<file path="config.mk">
export PLATFORM = sky130hd
export DESIGN_NAME = lcr_regs
export DESIGN_NICKNAME = d
export VERILOG_FILES = /design/src/shared/lcr_pkg.sv /design/src/hw/lcr_recal_timer.sv /design/src/hw/lcr_regs.sv
export VERILOG_INCLUDE_DIRS = /design/src /design/src/shared
export SDC_FILE = /design/constraint.sdc
export NUM_CORES = 1
export LEC_CHECK = 0
export BUFFER_PORTS_ARGS = -buffer_cell sky130_fd_sc_hd__buf_4
export CAP_MARGIN = 10
export CORE_MARGIN = 2
export CORE_UTILIZATION = 45
export DETAILED_ROUTE_END_ITERATION = 12
export PLACE_DENSITY = 0.73
export SETUP_SLACK_MARGIN = 0.15
export SLEW_MARGIN = 30
export SYNTH_ARGS = -nofsm -noshare
export SYNTH_HDL_FRONTEND = slang
export SYNTH_HIERARCHICAL = 1
export SYNTH_SLANG_ARGS = --single-unit
export TNS_END_PERCENT = 30
</file>
<file path="constraint.sdc">
create_clock -name sys_clk_in -period 2.3 [get_ports sys_clk_in]
set_clock_uncertainty 0.2 [all_clocks]
set_input_delay 0.115 -clock sys_clk_in [delete_from_list [all_inputs] [get_ports sys_clk_in]]
set_output_delay 0.115 -clock sys_clk_in [all_outputs]
set_load 0.005 [all_outputs]
</file>
<file path="src/shared/lcr_consts.svh">
// Purpose: offsets, field positions, reset values and timing counts
// Assumes: 25 MHz system clock
// Notes:   definitions only
`ifndef LCR_CONSTS_SVH
`define LCR_CONSTS_SVH

// ***********************************************
// register byte addresses
// ***********************************************
`define LCR_OFS_SER_ADDR   8'h00
`define LCR_OFS_LOC_ADDR   8'h04
`define LCR_OFS_SPREAD     8'h08
`define LCR_OFS_CAL        8'h0C
`define LCR_OFS_LOCK_TOP   8'h7C

// ***********************************************
// field positions
// ***********************************************
`define LCR_ADDR_HI        7
`define LCR_ADDR_LO        1
`define LCR_LOCK_BIT       0
`define LCR_SS_HI          7
`define LCR_SS_LO          6
`define LCR_AUDDIR_BIT     5
`define LCR_AUDEN_BIT      4
`define LCR_PIXEL_CLOCK_RANGE_HI        3
`define LCR_PIXEL_CLOCK_RANGE_LO        2
`define LCR_SERIAL_RATE_RANGE_HI        1
`define LCR_SERIAL_RATE_RANGE_LO        0
`define LCR_RECAL_HI       7
`define LCR_RECAL_LO       6
`define LCR_SAWTOOTH_DIVIDER_HI        4
`define LCR_SAWTOOTH_DIVIDER_LO        0

// ***********************************************
// reset values
// ***********************************************
`define LCR_RST_SS_OFF     2'h0
`define LCR_RST_SS_ON      2'h1
`define LCR_RST_AUDDIR     1'h0
`define LCR_RST_AUDEN      1'h1
`define LCR_RST_PIXEL_CLOCK_RANGE       2'h3
`define LCR_RST_SERIAL_RATE_RANGE       2'h3
`define LCR_RST_RECAL      2'h0
`define LCR_RST_SAWTOOTH_DIVIDER       5'h00
`define LCR_SAWTOOTH_DIVIDER_AUTO      5'h00

// ***********************************************
// recalibration intervals
// ***********************************************
`define LCR_CLK_HZ         25000000
`define LCR_T2_MS          2
`define LCR_T16_MS         16
`define LCR_T256_MS        256
`define LCR_MS_CYC         (`LCR_CLK_HZ / 1000)

`endif

</file>
<file path="src/shared/lcr_pkg.sv">
// Purpose: types of the link configuration register bank
// Assumes: nothing
// Notes:   constants live in lcr_consts.svh
`default_nettype none
package lcr_pkg;
   typedef enum logic [1:0] {
      LCR_RC_ONCE = 2'b00,
      LCR_RC_2MS  = 2'b01,
      LCR_RC_16MS = 2'b10,
      LCR_RC_256MS = 2'b11
   } lcr_recal_t;

   typedef enum logic [1:0] {
      LCR_SS_NONE = 2'b00,
      LCR_SS_2PCT = 2'b01,
      LCR_SS_NON2 = 2'b10,
      LCR_SS_4PCT = 2'b11
   } lcr_spread_t;
endpackage : lcr_pkg
`default_nettype wire

</file>
<file path="src/hw/lcr_recal_timer.sv">
// Purpose: pulses a recalibration request at the chosen interval
// Assumes: lock level comes from same clock domain
// Notes:   one pulse at lock, then periodic unless interval is once
`include "lcr_consts.svh"
`default_nettype none
module lcr_recal_timer #(
   parameter int unsigned MS_CYC = `LCR_MS_CYC
) (
   input  wire logic               sys_clk_in,
   input  wire logic               rst_in,
   input  wire logic               clk_en_in,
   input  wire logic               locked_in,
   input  wire lcr_pkg::lcr_recal_t interval_in,
   output logic                    recal_out
);
   import lcr_pkg::*;

   logic [8:0]  ms_lim;
   logic [14:0] cyc_q;
   logic [8:0]  ms_q;
   logic        locked_q;
   logic        ms_tick;
   logic        period_done;
   logic        lock_rise;
   logic        recal_q;

   // ***********************************************
   // interval decode
   // ***********************************************
   assign ms_lim = (interval_in == LCR_RC_2MS)  ? 9'(`LCR_T2_MS)  :
                   (interval_in == LCR_RC_16MS) ? 9'(`LCR_T16_MS) :
                                                  9'(`LCR_T256_MS);
   assign ms_tick     = (cyc_q == 15'(MS_CYC - 1));
   assign period_done = ms_tick && (ms_q == ms_lim - 9'h001);
   assign lock_rise   = locked_in && !locked_q;
   assign recal_out   = recal_q;

   // ***********************************************
   // counters
   // ***********************************************
   always_ff @(posedge sys_clk_in) begin
      if (rst_in) begin
         cyc_q    <= 15'h0000;
         ms_q     <= 9'h000;
         locked_q <= 1'b0;
         recal_q  <= 1'b0;
      end else if (clk_en_in) begin
         locked_q <= locked_in;
         recal_q  <= lock_rise || (locked_in && period_done &&
                     interval_in != LCR_RC_ONCE);
         if (!locked_in || lock_rise || period_done) begin
            cyc_q <= 15'h0000;
            ms_q  <= 9'h000;
         end else if (ms_tick) begin
            cyc_q <= 15'h0000;
            ms_q  <= ms_q + 9'h001;
         end else begin
            cyc_q <= cyc_q + 15'h0001;
         end
      end
   end
endmodule : lcr_recal_timer
`default_nettype wire

</file>
<file path="src/hw/lcr_regs.sv">
// Purpose: link configuration registers 0x00..0x03 on AHB-Lite
// Assumes: single word transfers, one slave, hready from hreadyout
// Notes:   straps are sampled at the first enabled edge after reset
//
// Function
// - hold serializer address in bits 7:1 of 0x00, strap default
// - hold own address in bits 7:1 of 0x01, strap default
// - lock bit 0 of 0x01 makes 0x00..0x1F read only
// - spread select in 0x02 bits 7:6, strap picks 00 or 01
// - audio direction bit 5: 0 device drives clocks, 1 inputs
// - pixel clock range in 0x02 bits 3:2, reset 11 auto
// - serial rate range in 0x02 bits 1:0, reset 11 auto
// - recalibration interval in 0x03 bits 7:6, once or periodic
// - sawtooth divider 0x03 bits 4:0, zero means automatic
//
// Our own choice: the AHB-Lite slave port.
`include "lcr_consts.svh"
`default_nettype none
module lcr_regs #(
   parameter int unsigned MS_CYC = `LCR_MS_CYC
) (
   input  wire logic        sys_clk_in,
   input  wire logic        rst_in,
   input  wire logic        clk_en_in,
   // ahb-lite slave
   input  wire logic        hsel,
   input  wire logic [31:0] haddr,
   input  wire logic [1:0]  htrans,
   input  wire logic        hwrite,
   input  wire logic [2:0]  hsize,
   input  wire logic [31:0] hwdata,
   input  wire logic        hready,
   output logic [31:0]      hrdata,
   output logic             hreadyout,
   output logic             hresp,
   // straps and status
   input  wire logic [6:0]  ser_addr_strap_in,
   input  wire logic [6:0]  loc_addr_strap_in,
   input  wire logic        spread_strap_pin_in,
   input  wire logic        link_locked_in,
   input  wire logic        audio_ws_in,
   input  wire logic        audio_sck_in,
   input  wire logic        audio_ws_src_in,
   input  wire logic        audio_sck_src_in,
   // configuration outputs
   output logic [6:0]       remote_serializer_addr_out,
   output logic [6:0]       local_device_addr_out,
   output logic             config_write_lock_out,
   output logic [1:0]       spread_select_out,
   output logic             spread_enable_out,
   output logic             spread_wide_out,
   output logic             audio_clock_direction_out,
   output logic             audio_channel_enable_out,
   output logic [1:0]       pixel_clock_range_out,
   output logic [1:0]       serial_rate_range_out,
   output logic [4:0]       sawtooth_divider_out,
   output logic             sawtooth_auto_out,
   output logic             recal_req_out,
   output logic             audio_ws_out,
   output logic             audio_ws_oe_out,
   output logic             audio_sck_out,
   output logic             audio_sck_oe_out,
   output logic             audio_ws_sync_out,
   output logic             audio_sck_sync_out
);
   import lcr_pkg::*;

   // ***********************************************
   // pin synchronisers
   // ***********************************************
   logic [10:0] sync1_q;
   logic [10:0] sync2_q;
   logic        lock_s;
   logic        ss_strap_s;
   logic [6:0]  ser_strap_s;
   logic        ws_s;
   logic        sck_s;
   logic        strap_done_q;

   // no reset here: straps must already be through both stages at release
   always_ff @(posedge sys_clk_in) begin
      if (clk_en_in) begin
         sync1_q <= {audio_sck_in, audio_ws_in, link_locked_in,
                     spread_strap_pin_in, ser_addr_strap_in};
         sync2_q <= sync1_q;
      end
   end

   assign ser_strap_s = sync2_q[6:0];
   assign ss_strap_s  = sync2_q[7];
   assign lock_s      = sync2_q[8];
   assign ws_s        = sync2_q[9];
   assign sck_s       = sync2_q[10];

   // local address strap through its own two-stage path
   logic [6:0] loc_sync1_q;
   logic [6:0] loc_sync2_q;
   always_ff @(posedge sys_clk_in) begin
      if (clk_en_in) begin
         loc_sync1_q <= loc_addr_strap_in;
         loc_sync2_q <= loc_sync1_q;
      end
   end

   // ***********************************************
   // ahb address phase capture
   // ***********************************************
   logic       wr_pend_q;
   logic       rd_pend_q;
   logic [7:0] addr_q;
   logic       take;
   logic       word_ok;

   assign word_ok   = (hsize == 3'h2) && (haddr[1:0] == 2'h0);
   assign take      = hsel && htrans[1] && hready && word_ok;
   assign hreadyout = 1'b1;
   assign hresp     = 1'b0;

   always_ff @(posedge sys_clk_in) begin
      if (rst_in) begin
         wr_pend_q <= 1'b0;
         rd_pend_q <= 1'b0;
         addr_q    <= 8'h00;
      end else if (clk_en_in) begin
         wr_pend_q <= take && hwrite;
         rd_pend_q <= take && !hwrite;
         if (take) begin
            addr_q <= haddr[7:0];
         end
      end
   end

   // ***********************************************
   // register storage
   // ***********************************************
   logic [6:0] ser_addr_q;
   logic [6:0] loc_addr_q;
   logic       lock_q;
   logic [7:0] spread_q;
   logic [7:0] cal_q;
   logic       locked_wr;
   logic       we0;
   logic       we1;
   logic       we2;
   logic       we3;

   function automatic logic hit(input logic [7:0] a, input logic [7:0] o);
      hit = (a == o);
   endfunction : hit

   // whole 0x00..0x1F window frozen while locked
   assign locked_wr = lock_q && (addr_q <= `LCR_OFS_LOCK_TOP);
   assign we0 = wr_pend_q && !locked_wr && hit(addr_q, `LCR_OFS_SER_ADDR);
   assign we1 = wr_pend_q && !locked_wr && hit(addr_q, `LCR_OFS_LOC_ADDR);
   assign we2 = wr_pend_q && !locked_wr && hit(addr_q, `LCR_OFS_SPREAD);
   assign we3 = wr_pend_q && !locked_wr && hit(addr_q, `LCR_OFS_CAL);

   always_ff @(posedge sys_clk_in) begin
      if (rst_in) begin
         strap_done_q <= 1'b0;
         ser_addr_q   <= 7'h00;
         loc_addr_q   <= 7'h00;
         lock_q       <= 1'b0;
         spread_q     <= {`LCR_RST_SS_OFF, `LCR_RST_AUDDIR,
                          `LCR_RST_AUDEN, `LCR_RST_PIXEL_CLOCK_RANGE,
                          `LCR_RST_SERIAL_RATE_RANGE};
         cal_q        <= {`LCR_RST_RECAL, 1'b0, `LCR_RST_SAWTOOTH_DIVIDER};
      end else if (clk_en_in) begin
         // straps already stand in the second stage at the first edge
         strap_done_q <= 1'b1;
         if (!strap_done_q) begin
            ser_addr_q <= ser_strap_s;
            loc_addr_q <= loc_sync2_q;
            spread_q[`LCR_SS_HI:`LCR_SS_LO] <=
               ss_strap_s ? `LCR_RST_SS_ON : `LCR_RST_SS_OFF;
         end else begin
            if (we0) begin
               ser_addr_q <= hwdata[`LCR_ADDR_HI:`LCR_ADDR_LO];
            end
            if (we1) begin
               loc_addr_q <= hwdata[`LCR_ADDR_HI:`LCR_ADDR_LO];
               lock_q     <= hwdata[`LCR_LOCK_BIT];
            end
            if (we2) begin
               spread_q <= hwdata[7:0];
            end
            if (we3) begin
               cal_q <= {hwdata[7:6], 1'b0, hwdata[4:0]};
            end
         end
      end
   end

   // ***********************************************
   // read data
   // ***********************************************
   logic [7:0] rd_mux;
   assign rd_mux =
      hit(addr_q, `LCR_OFS_SER_ADDR) ? {ser_addr_q, 1'b0} :
      hit(addr_q, `LCR_OFS_LOC_ADDR) ? {loc_addr_q, lock_q} :
      hit(addr_q, `LCR_OFS_SPREAD)   ? spread_q :
      hit(addr_q, `LCR_OFS_CAL)      ? cal_q : 8'h00;
   assign hrdata = rd_pend_q ? {24'h000000, rd_mux} : 32'h00000000;

   // ***********************************************
   // decoded controls
   // ***********************************************
   lcr_spread_t ss_sel;
   assign ss_sel = lcr_spread_t'(spread_q[`LCR_SS_HI:`LCR_SS_LO]);

   assign remote_serializer_addr_out = ser_addr_q;
   assign local_device_addr_out      = loc_addr_q;
   assign config_write_lock_out      = lock_q;
   assign spread_select_out          = spread_q[`LCR_SS_HI:`LCR_SS_LO];
   assign spread_enable_out = (ss_sel == LCR_SS_2PCT) ||
                              (ss_sel == LCR_SS_4PCT);
   assign spread_wide_out   = (ss_sel == LCR_SS_4PCT);
   assign audio_clock_direction_out = spread_q[`LCR_AUDDIR_BIT];
   assign audio_channel_enable_out  = spread_q[`LCR_AUDEN_BIT];
   assign pixel_clock_range_out = spread_q[`LCR_PIXEL_CLOCK_RANGE_HI:`LCR_PIXEL_CLOCK_RANGE_LO];
   assign serial_rate_range_out = spread_q[`LCR_SERIAL_RATE_RANGE_HI:`LCR_SERIAL_RATE_RANGE_LO];
   assign sawtooth_divider_out  = cal_q[`LCR_SAWTOOTH_DIVIDER_HI:`LCR_SAWTOOTH_DIVIDER_LO];
   assign sawtooth_auto_out =
      (cal_q[`LCR_SAWTOOTH_DIVIDER_HI:`LCR_SAWTOOTH_DIVIDER_LO] == `LCR_SAWTOOTH_DIVIDER_AUTO);

   // ***********************************************
   // audio clock pins
   // ***********************************************
   logic ws_q;
   logic sck_q;
   always_ff @(posedge sys_clk_in) begin
      if (rst_in) begin
         ws_q  <= 1'b0;
         sck_q <= 1'b0;
      end else if (clk_en_in) begin
         ws_q  <= audio_ws_src_in;
         sck_q <= audio_sck_src_in;
      end
   end
   // direction 0: device sources ws/sck; 1: pins are inputs
   assign audio_ws_oe_out   = !audio_clock_direction_out;
   assign audio_sck_oe_out  = !audio_clock_direction_out;
   assign audio_ws_out      = ws_q;
   assign audio_sck_out     = sck_q;
   assign audio_ws_sync_out  = audio_clock_direction_out & ws_s;
   assign audio_sck_sync_out = audio_clock_direction_out & sck_s;

   // ***********************************************
   // modulation recalibration
   // ***********************************************
   lcr_recal_timer #(
      .MS_CYC      (MS_CYC)
   ) u_recal (
      .sys_clk_in  (sys_clk_in),
      .rst_in      (rst_in),
      .clk_en_in   (clk_en_in),
      .locked_in   (lock_s),
      .interval_in (lcr_recal_t'(cal_q[`LCR_RECAL_HI:`LCR_RECAL_LO])),
      .recal_out   (recal_req_out)
   );
endmodule : lcr_regs
`default_nettype wire

</file>
==> results.md, run 1 <==
- Final HPWL DP: roughly 7600 um
- Post-DRT Antenna Nets: 0
- Gate Count Post-Synth: 475
- Yosys reg bits: between 100 and 150
- Core area: between 0.01 and 0.015 mm2
- Crit path largest cell delay: between 500 and 600 ps
- Yosys warns: 6
- Drc violations: 0
- Placed inst area: between 0.005 and 0.006 mm2
- Fmax: 416.0 MHz
- Post-synthesis sequential area ratio: 51.44%
- Number of global-route vias before repair: around 3800
- Maximum vdd drop: 431.9 uV
- Final WS setup: -104.1 ps
- Post-detailed-routing wire length: around 11000 um
- Final core utilization: between 60 and 70%
- Critical Path RT: between 1500 and 2000 ps
- Number of synthesized flops with an enable pin: 36
- DRT iter0 DRCs: ~280
- Placed Cells incl. Taps: about 700
- Root buffer cell: clkbuf_8
- Hold WC Path Type: in2reg
- Bufs and invs on worst path: 2
- Setup Crit Path Kind: reg2out
- Most frequent cells in the layout: 116 x buf_4, 95 x nor2_1, 64 x dfxtp_1, 37 x dlygate4sd3_1, 36 x edfxtp_1
- P_leak: around 2.5 nW
- Critical path's top delay family: simple AND/OR/NAND/NOR gates
- Synth Area per Inst: between 10 and 15 um2
- CTS tree: built
- Pin count of the biggest net entering global routing: 42
- Fin cells: between 700 and 800
- Clock transition at path regs: 100 ps
- Die boundary width: 107.1 um
- Via density per instance: 5.293
- Area Overhead vs Synth: 34.19%
- Worst Tran Pin Value: 628.9 ps
- Fin. max-slew vios: 0
- Vias: ~4000
- Most common library cell in the layout ignoring fill and taps: buf_4
- Hold Fails Final Rpt: 0
- Max Root-Sink Buffers: 2
- RSZ-0062 raised after global routing: true
- Share of cells above drive strength 1: about 29%
- Wire per inst: ~15 um
- Die footprint: 0.01148 mm2
- GR Overflow Total: 0
- Setup crit end kind: output port
- Post-synth ARST share: 0%
- Initial Utilization: between 40% and 50%
- Critical path cell sequence: or4_4, nor3_4, nand2_4, a2111oi_4, buf_4, buf_6
- Port bufs: 91
- Drt pass-1 iters: 5
- Post-route cell area: 0.006424 mm2
- Cell variety after synth: 52
- Endpoints failing setup: 7
- Critical path launch point type: flop
- # IOs: between 150 and 200
- Final GP Congestion: roughly 0.9
- Global-route wire length before repair: 18110 um
- Fill count: around 800
- Status: finished, violations left
- Cell Pwr Density: approximately 560 mW/mm2
- Final nets: 716
- Setup WS pre-CTS: -31.39 ps
- CP max-delay cell: or4_4
- Max-Cap Viols: 0
- FP Rows: 37
- Die height: about 110 um
- Clock Sinks: about 110
- Final Cycle Share: 104.5%
- Synthesized area: between 0.004 and 0.005 mm2
- Total GRT Usage: 19.87%
- Worst skew pair latency: 370 ps
- Failing checks: setup timing
- Setup TNS: -306.0 ps
- Minimum clock period: around 2400 ps
- WP data arrival: between 2000 and 2500 ps
- Max-slew headroom: about 58%
- CTS Buf Count: 9
- N_diodes: 0
- Ys flop type: dfxtp_1
- Initial antenna violation count: 0
- Maximum fanout along the worst path: 8
- Htree depth: 3
## worst register-to-register path, cell delays in order, from the launching register on
cell      delay (ps)
dfxtp_2          340
or4b_4           560
and4bb_2         340
o211ai_1         130
buf_4            160
or3b_4           390
nand3_2           60
## power by group
group	internal, mW	total, mW	switching [mW]	leakage, nW
combinational	0.182	0.340	0.158	1.46
clock	0.459	1.20	0.741	0.109
sequential	2.00	2.04	0.0408	0.916
## metrics by stage
step	power (mW)	hold WS, ps
floorplan	2.216	13.87
global placement	2.342	94.05
detailed placement	2.349	94.47
CTS	3.592	6.669
global route	3.727	41.26
finish	3.578	20.26
## metal layers
| metal | track usage, % | routed length, um |
|---|---|---|
| met5 | 0 | 0 |
| met4 | 6.772 | 292 |
| met3 | 4.924 | 783 |
| met2 | 31.74 | 5317 |
| met1 | 26.31 | 4861 |
## final timing paths
| check | startpoint | endpoint | slack (ps) | cells after the start |
|---|---|---|---|---|
| min reg2reg | sync1_q[5] | sync2_q[5] | 230 | 0 |
| max | addr_q[1] | hrdata[6] | -100 | 6 |
| min | hsize[2] | rd_pend_q | 20 | 5 |
| max reg2reg | u_recal/cyc_q[10] | u_recal/ms_q[2] | 80 | 6 |
## cell families (layout without fill, tap and decap cells)
kind of cell    after synthesis  count (layout)  share of synthesized area (%)
compound gates               49              49                          7.684
xor+xnor                     14              14                          2.561
fa+ha+maj                     4               4                          1.046
buf+inv                      59             182                          7.188
flops                       105             105                          51.44
mux                          28              28                          5.907
other cells                   2              26                         0.1569
simple gates                214             214                          24.02
## synth_stat cells, types with 2 or more instances
| cell | number | area share, % |
|---|---|---|
| xor2_1 | 10 | 1.8 |
| or2_2 | 2 | 0.26 |
| nor3b_1 | 2 | 0.31 |
| edfxtp_1 | 36 | 23 |
| buf_4 | 32 | 5.0 |
| buf_1 | 2 | 0.16 |
| buf_2 | 2 | 0.21 |
| nor3_1 | 8 | 0.84 |
| nor2b_1 | 4 | 0.52 |
| nor2_1 | 96 | 7.5 |
| mux2i_1 | 26 | 5.4 |
| o211ai_1 | 2 | 0.31 |
| nor4_1 | 3 | 0.39 |
| nand3b_1 | 8 | 1.3 |
| nand4b_1 | 4 | 0.73 |
| a21oi_1 | 15 | 1.6 |
| nand2_1 | 15 | 1.2 |
| mux2_2 | 2 | 0.47 |
| nand4_1 | 13 | 1.7 |
| o21ai_0 | 5 | 0.52 |
| nand3_1 | 15 | 1.6 |
| or4b_4 | 2 | 0.58 |
| xnor2_1 | 4 | 0.73 |
| nand2b_1 | 7 | 0.91 |
| or4_1 | 3 | 0.47 |
| and2_1 | 7 | 0.91 |
| inv_1 | 8 | 0.63 |
| dfxtp_1 | 69 | 29 |
| o221a_2 | 9 | 2.1 |
| nor4bb_1 | 2 | 0.42 |
| nor4_4 | 2 | 0.89 |
| conb_1 | 2 | 0.16 |
| ha_1 | 4 | 1.0 |
| and3_1 | 6 | 0.78 |
| clkbuf_1 | 15 | 1.2 |
| nor4b_1 | 3 | 0.55 |
| or3_1 | 5 | 0.65 |
| a2111oi_0 | 10 | 1.8 |
| a31o_2 | 2 | 0.37 |
## layout make-up
class                   count  area [um2]  area share (%)
multi-input cells         335        2231           34.73
clock buffers               9       123.9           1.928
well taps                 136       170.2           2.649
flip-flops and latches    105        2471           38.47
clock inverters             7       91.34           1.422
repair buffers            158        1306           20.33
inverters                   8       30.03          0.4675
## registers in the layout, indices dropped and copies added (netlist names), 7 cells and up
name,flops
loc_sync2_q,7
sync2_q,11
loc_sync1_q,7
addr_q,8
sync1_q,11
spread_q,8
cal_q,7
local_device_addr_out,7
u_recal/ms_q,9
remote_serializer_addr_out,7
u_recal/cyc_q,15
## timing repair
item                       in CTS  in global routing
gates resized for setup        30                  7
hold buffers                   37                  0
pin swaps                      19                 20
setup endpoints to repair      14                 28
setup buffers                   2                  1
hold endpoints to repair       65                  0
No activity file was read; power rests on OpenSTA's default activity.
==> run 2: changes to the inputs <==
CORE_MARGIN = default   (was 2)
RECOVER_POWER = 50   (was default)
==> results.md, run 2 (synthesis gave the netlist of run 1 again) <==
- Status: finished, violations left
- Failing checks: setup timing
- Setup WS pre-CTS: -182.1 ps (-150.7 ps)
- Die footprint: 0.01105 mm2 (-3.7%)
- Post-detailed-routing wire length: 11930 um (+6.0%)
- Initial antenna violation count: 0 (unchanged)
- Max-slew headroom: 56.06% (-2.0 points)
- M1 wire length: 5127 um (+5.5%)
- Port bufs: 91 (unchanged)
- Crit path largest cell delay: 570 ps (+20 ps)
- CTS Buf Count: 9 (unchanged)
- Vias: 4057 (+1.1%)
- Fmax: 407.6 MHz (-2.0%)
- Final Cycle Share: 106.7% (+2.1 points)
- Area Overhead vs Synth: 35.76%
- Min Hold Slack: 24.35 ps (+4.088 ps)
- Pin count of the biggest net entering global routing: 63 (+50%)
- Max reg flops: 15 (unchanged)
- Root buffer cell: clkbuf_8
- Core area: 0.01032 mm2 (unchanged)
- Highest routing layer actually used: met4
- Hold WC Path Type: in2reg
- Setup crit end kind: output port
- Fill count: 796 (+0.38%)
- Setup Crit Path Kind: reg2out
- CP max-delay cell: or4_4
- Most flop-heavy register: u_recal/cyc_q
- Max-Cap Viols: 0 (unchanged)
- Hold Fails Final Rpt: 0 (unchanged)
- Worst skew pair latency: 370 ps (about the same)
- RSZ-0062 raised after global routing: true
- Htree depth: 3 (unchanged)
- Critical path launch point type: flop
- N_diodes: 0 (unchanged)
- Minimum clock period: 2453 ps (+49.17 ps)
- P_leak: 2.495 nW (+0.27%)
- Die height: 105.1 um (-1.9%)
- Clock Sinks: 105 (unchanged)
- Largest regs: u_recal/cyc_q x15, sync1_q x11, sync2_q x11
- Maximum vdd drop: 413.1 uV (-4.4%)
- Global-route wire length before repair: 18770 um (+3.7%)
- Final HPWL DP: 7404 um (-3.0%)
- DRT iter0 DRCs: 196 (-30%)
- Initial Utilization: 46.37% (unchanged)
- Critical path cell sequence: or4_4, nor3_4, nand2_4, buf_12, a2111oi_4, buf_4
- Drc violations: 0 (unchanged)
- Cell Pwr Density: 540.3 mW/mm2 (-3.0%)
- Drt pass-1 iters: 5 (unchanged)
- Critical Path RT: 1990 ps (about the same)
- Clock transition at path regs: 100 ps (about the same)
- Most frequent cells in the layout: 94 x nor2_1, 81 x buf_4, 64 x dfxtp_1, 40 x dlygate4sd3_1, 36 x edfxtp_1
- GR Overflow Total: 0 (unchanged)
- WP data arrival: 2140 ps (+50 ps)
- # IOs: 167 (unchanged)
- Via density per instance: 5.331 (+0.72%)
- Final GP Congestion: 0.8537 (-5.1%)
- Final nets: 719 (+0.42%)
- Final WS setup: -153.2 ps (-49.17 ps)
- Post-DRT Antenna Nets: 0 (unchanged)
- Met2 Wirelength: 5897 um (+11%)
- FP Rows: 37 (unchanged)
- Fin. max-slew vios: 0 (unchanged)
- Share of cells above drive strength 1: 28.64% (-0.14 points)
- Max Root-Sink Buffers: 2 (unchanged)
- Most common library cell in the layout ignoring fill and taps: nor2_1
- Die boundary width: 105.1 um (-1.9%)
- Number of global-route vias before repair: 3855 (+2.1%)
- Endpoints failing setup: 8 (+1)
- Met3 routed WL: 571 um (-27%)
- Worst Tran Pin Value: 659.2 ps (+30.21 ps)
- Maximum fanout along the worst path: 5 (-3)
- CTS tree: built
- Wire per inst: 15.68 um (+5.6%)
- Total GRT Usage: 21.43% (+1.6 points)
-- run 2: power by group --
group | switching [mW] | total, mW | internal (mW)
clock | 0.708 | 1.14 | 0.431
sequential | 0.0418 | 2.04 | 2.00
combinational | 0.154 | 0.331 | 0.177
-- run 2: repair_timing --
item	CTS	global route
hold buffers	40	0
endpoints found under the setup margin	15	44
cloned	0	0
setup buffers	2	6
gates resized for setup	25	15
hold endpoints to repair	57	0
pin swaps	23	14
-- run 2: layout make-up --
type	count	area (um2)	share of cell area, %
sequential	105	2469	37.99
multi-input combinational	335	2248	34.60
timing repair buffer	161	1379	21.22
tap	136	170.2	2.618
clock buffer	9	123.9	1.906
clock inverter	7	78.83	1.213
inverter	8	30.03	0.4621
-- run 2: layer usage --
metal / vias up / global-route usage, %
met2: 156 / 35.48
met3: 31 / 3.930
met1: 1938 / 27.40
met5: - / 0
li1: 1932 / -
met4: 0 / 9.256
-- run 2: worst max-delay path: cells and delay by family (launching register included) --
kind / cells / cell delay [ps]
AND/OR/NAND/NOR: 3 / 910
buffers and inverters: 2 / 330
flip-flops: 1 / 340
AO/OA/AOI/OAI: 1 / 180
-- run 2: through the flow --
| step | setup TNS (ps) | instances | area (um2) | utilization (%) | total power, mW |
|---|---|---|---|---|---|
| after detailed placement | -296.1 | 697 | 5625 | 54.49 | 2.347 |
| after CTS | -1067 | 755 | 6356 | 61.57 | 3.528 |
| final | -765.9 | 761 | 6499 | 62.95 | 3.511 |
| after global routing | -1434 | 761 | 6499 | 62.95 | 3.645 |
| after floorplan | 0 | 499 | 4877 | - | 2.216 |
| after global placement | -46.62 | 697 | 5625 | 54.49 | 2.340 |
-- run 2: worst paths after layout --
path	depth (start not counted)	slack, ps	startpoint	to
min reg2reg	0	230	loc_sync1_q[4]	loc_sync2_q[4]
max reg2reg	6	60	u_recal/cyc_q[10]	u_recal/ms_q[2]
max	6	-150	addr_q[1]	hrdata[2]
min	2	20	rst_in	u_recal/ms_q[0]
==> run 3: changes to the inputs <==
CORE_UTILIZATION = 30   (was 45)
PLACE_DENSITY = 0.51   (was 0.73)
==> results.md, run 3 (synthesis gave the netlist of run 1 again) <==
- Status: finished, violations left
- Failing checks: setup timing
- Sequential Area: 0.002470 mm2 (about the same)
- Setup WS pre-CTS: -300.7 ps (-118.7 ps)
- Clock transition at path regs: 80 ps (-20 ps)
- GR Overflow Total: 0 (unchanged)
- Pin count of the biggest net entering global routing: 62 (-1.6%)
- N_diodes: 0 (unchanged)
- Final HPWL DP: 8627 um (+17%)
- Final GP Congestion: 0.8009 (-6.2%)
- CTS tree: built
- Most common library cell in the layout ignoring fill and taps: buf_4
- Max-slew headroom: 32.17% (-24 points)
- Hold Fails Final Rpt: 0 (unchanged)
- Port bufs: 91 (unchanged)
- Vias: 3956 (-2.5%)
- Cell Pwr Density: 576.6 mW/mm2 (+6.7%)
- Drc violations: 0 (unchanged)
- Drt pass-1 iters: 4 (-1)
- Placed inst area: 0.005784 mm2 (+2.8%)
- Min Hold Slack: 42.33 ps (+17.99 ps)
- Max-Cap Viols: 0 (unchanged)
- Worst skew pair latency: 360 ps (about the same)
- Core area: 0.01537 mm2 (+49%)
- Number of global-route vias before repair: 3687 (-4.4%)
- Wire per inst: 14.35 um (-8.5%)
- Most flop-heavy register: u_recal/cyc_q
- # IOs: 167 (unchanged)
- WP data arrival: 2140 ps (about the same)
- CTS Buf Count: 9 (unchanged)
- Multi-input gate area: 0.002272 mm2 (+1.1%)
- Die height: 128.3 um (+22%)
- Root buffer cell: clkbuf_16
- Die footprint: 0.01647 mm2 (+49%)
- Maximum fanout along the worst path: 3 (-2)
- Maximum vdd drop: 329.7 uV (-20%)
- Global-route wire length before repair: 19130 um (+1.9%)
- Post-DRT Antenna Nets: 0 (unchanged)
- Endpoints failing setup: 7 (-1)
- Critical path launch point type: flop
- Area Overhead vs Synth: 42.34%
- Setup Crit Path Kind: reg2out
- RSZ-0062 raised after global routing: true
- Die boundary width: 128.3 um (+22%)
- Fin. max-slew vios: 0 (unchanged)
- Htree depth: 3 (unchanged)
- Hold WC Path Type: in2reg
- Setup TNS: -850.8 ps (-84.94 ps)
- Max Root-Sink Buffers: 2 (unchanged)
- Largest regs: u_recal/cyc_q x15, sync1_q x11, sync2_q x11
- Initial antenna violation count: 0 (unchanged)
- Total GRT Usage: 15.12% (-6.3 points)
- Fmax: 407.1 MHz (-0.13%)
- Final Cycle Share: 106.8% (+0.14 points)
- Total power: 3.929 mW (+12%)
- Final nets: 735 (+2.2%)
- Post-detailed-routing wire length: 12220 um (+2.4%)
- Worst Tran Pin Value: 1017 ps (+358.3 ps)
- FP Rows: 45 (+22%)
- Critical Path RT: 1990 ps (about the same)
- Final WS setup: -156.5 ps (-3.254 ps)
- Post-route cell area: 0.006814 mm2 (+4.9%)
- Setup crit end kind: output port
- P_leak: 2.601 nW (+4.2%)
- Minimum clock period: 2456 ps (+3.254 ps)
- Most frequent cells in the layout: 89 x buf_4, 88 x nor2_1, 63 x dfxtp_1, 39 x dlygate4sd3_1, 36 x edfxtp_1
- DRT iter0 DRCs: 163 (-17%)
- Clock Sinks: 105 (unchanged)
- Via density per instance: 4.643 (-13%)
- Initial Utilization: 31.14% (-15 points)
- Max reg flops: 15 (unchanged)
- Fill count: 1449 (+82%)
- Share of cells above drive strength 1: 30.73% (+2.1 points)
[run 3: cell count changes in the layout (fill, tap and decap cells not counted), sizes merged]
| cell | change |
|---|---|
| buf | +14 |
| clkbuf | +3 |
| clkinv | -2 |
| clkinvlp | +1 |
| dlygate4sd3 | -1 |
| inv | +1 |
[run 3: critical path, stage by stage (launching register included)]
cell and delay (ps):
dfxtp_2 330, or4_4 560, nor3_4 190, nand2_4 100, buf_4 150, a2111oi_4 210, buf_4 170, buf_6 80
[run 3: layer usage]
| metal | wire length [um] | global-route usage [%] |
|---|---|---|
| met1 | 5817 | 20.10 |
| met2 | 5721 | 24.77 |
| met3 | 453 | 1.753 |
| met4 | 231 | 6.644 |
| met5 | 0 | 0 |
[run 3: layout make-up]
cell class / instances / share of cell area (%)
clock buffers: 9 / 3.305
clock inverters: 7 / 1.175
inverters: 8 / 0.4407
multi-input cells: 335 / 33.35
flip-flops and latches: 105 / 36.25
well taps: 211 / 3.874
repair buffers: 177 / 21.61
[run 3: what timing repair did]
item	CTS	global route
hold buffers	39	0
resized for setup	35	23
setup buffers	3	10
setup endpoints to repair	21	46
pin swaps	9	17
endpoints found under the hold margin	57	0
[run 3: report_power, final]
| group | internal [mW] | total (mW) | switching [mW] |
|---|---|---|---|
| Combinational | 0.178 | 0.335 | 0.157 |
| Sequential | 2.00 | 2.04 | 0.0436 |
| Clock | 0.777 | 1.55 | 0.774 |
[run 3: final timing paths]
kind	start	end	slack, ps	cells after the start
worst min register to register	sync1_q[8]	sync2_q[8]	220	0
worst min-delay path	rst_in	u_recal/ms_q[1]	40	5
worst max-delay path	addr_q[1]	hrdata[6]	-160	7
worst max register to register	u_recal/cyc_q[3]	u_recal/ms_q[5]	70	6
[run 3: through the flow]
| stage | utilization (%) | instances |
|---|---|---|
| finish | 44.33 | 852 |
| global route | 44.33 | 852 |
| CTS | 43.42 | 842 |
| detailed placement | 37.63 | 784 |
| global placement | 37.63 | 784 |
| floorplan | - | 499 |
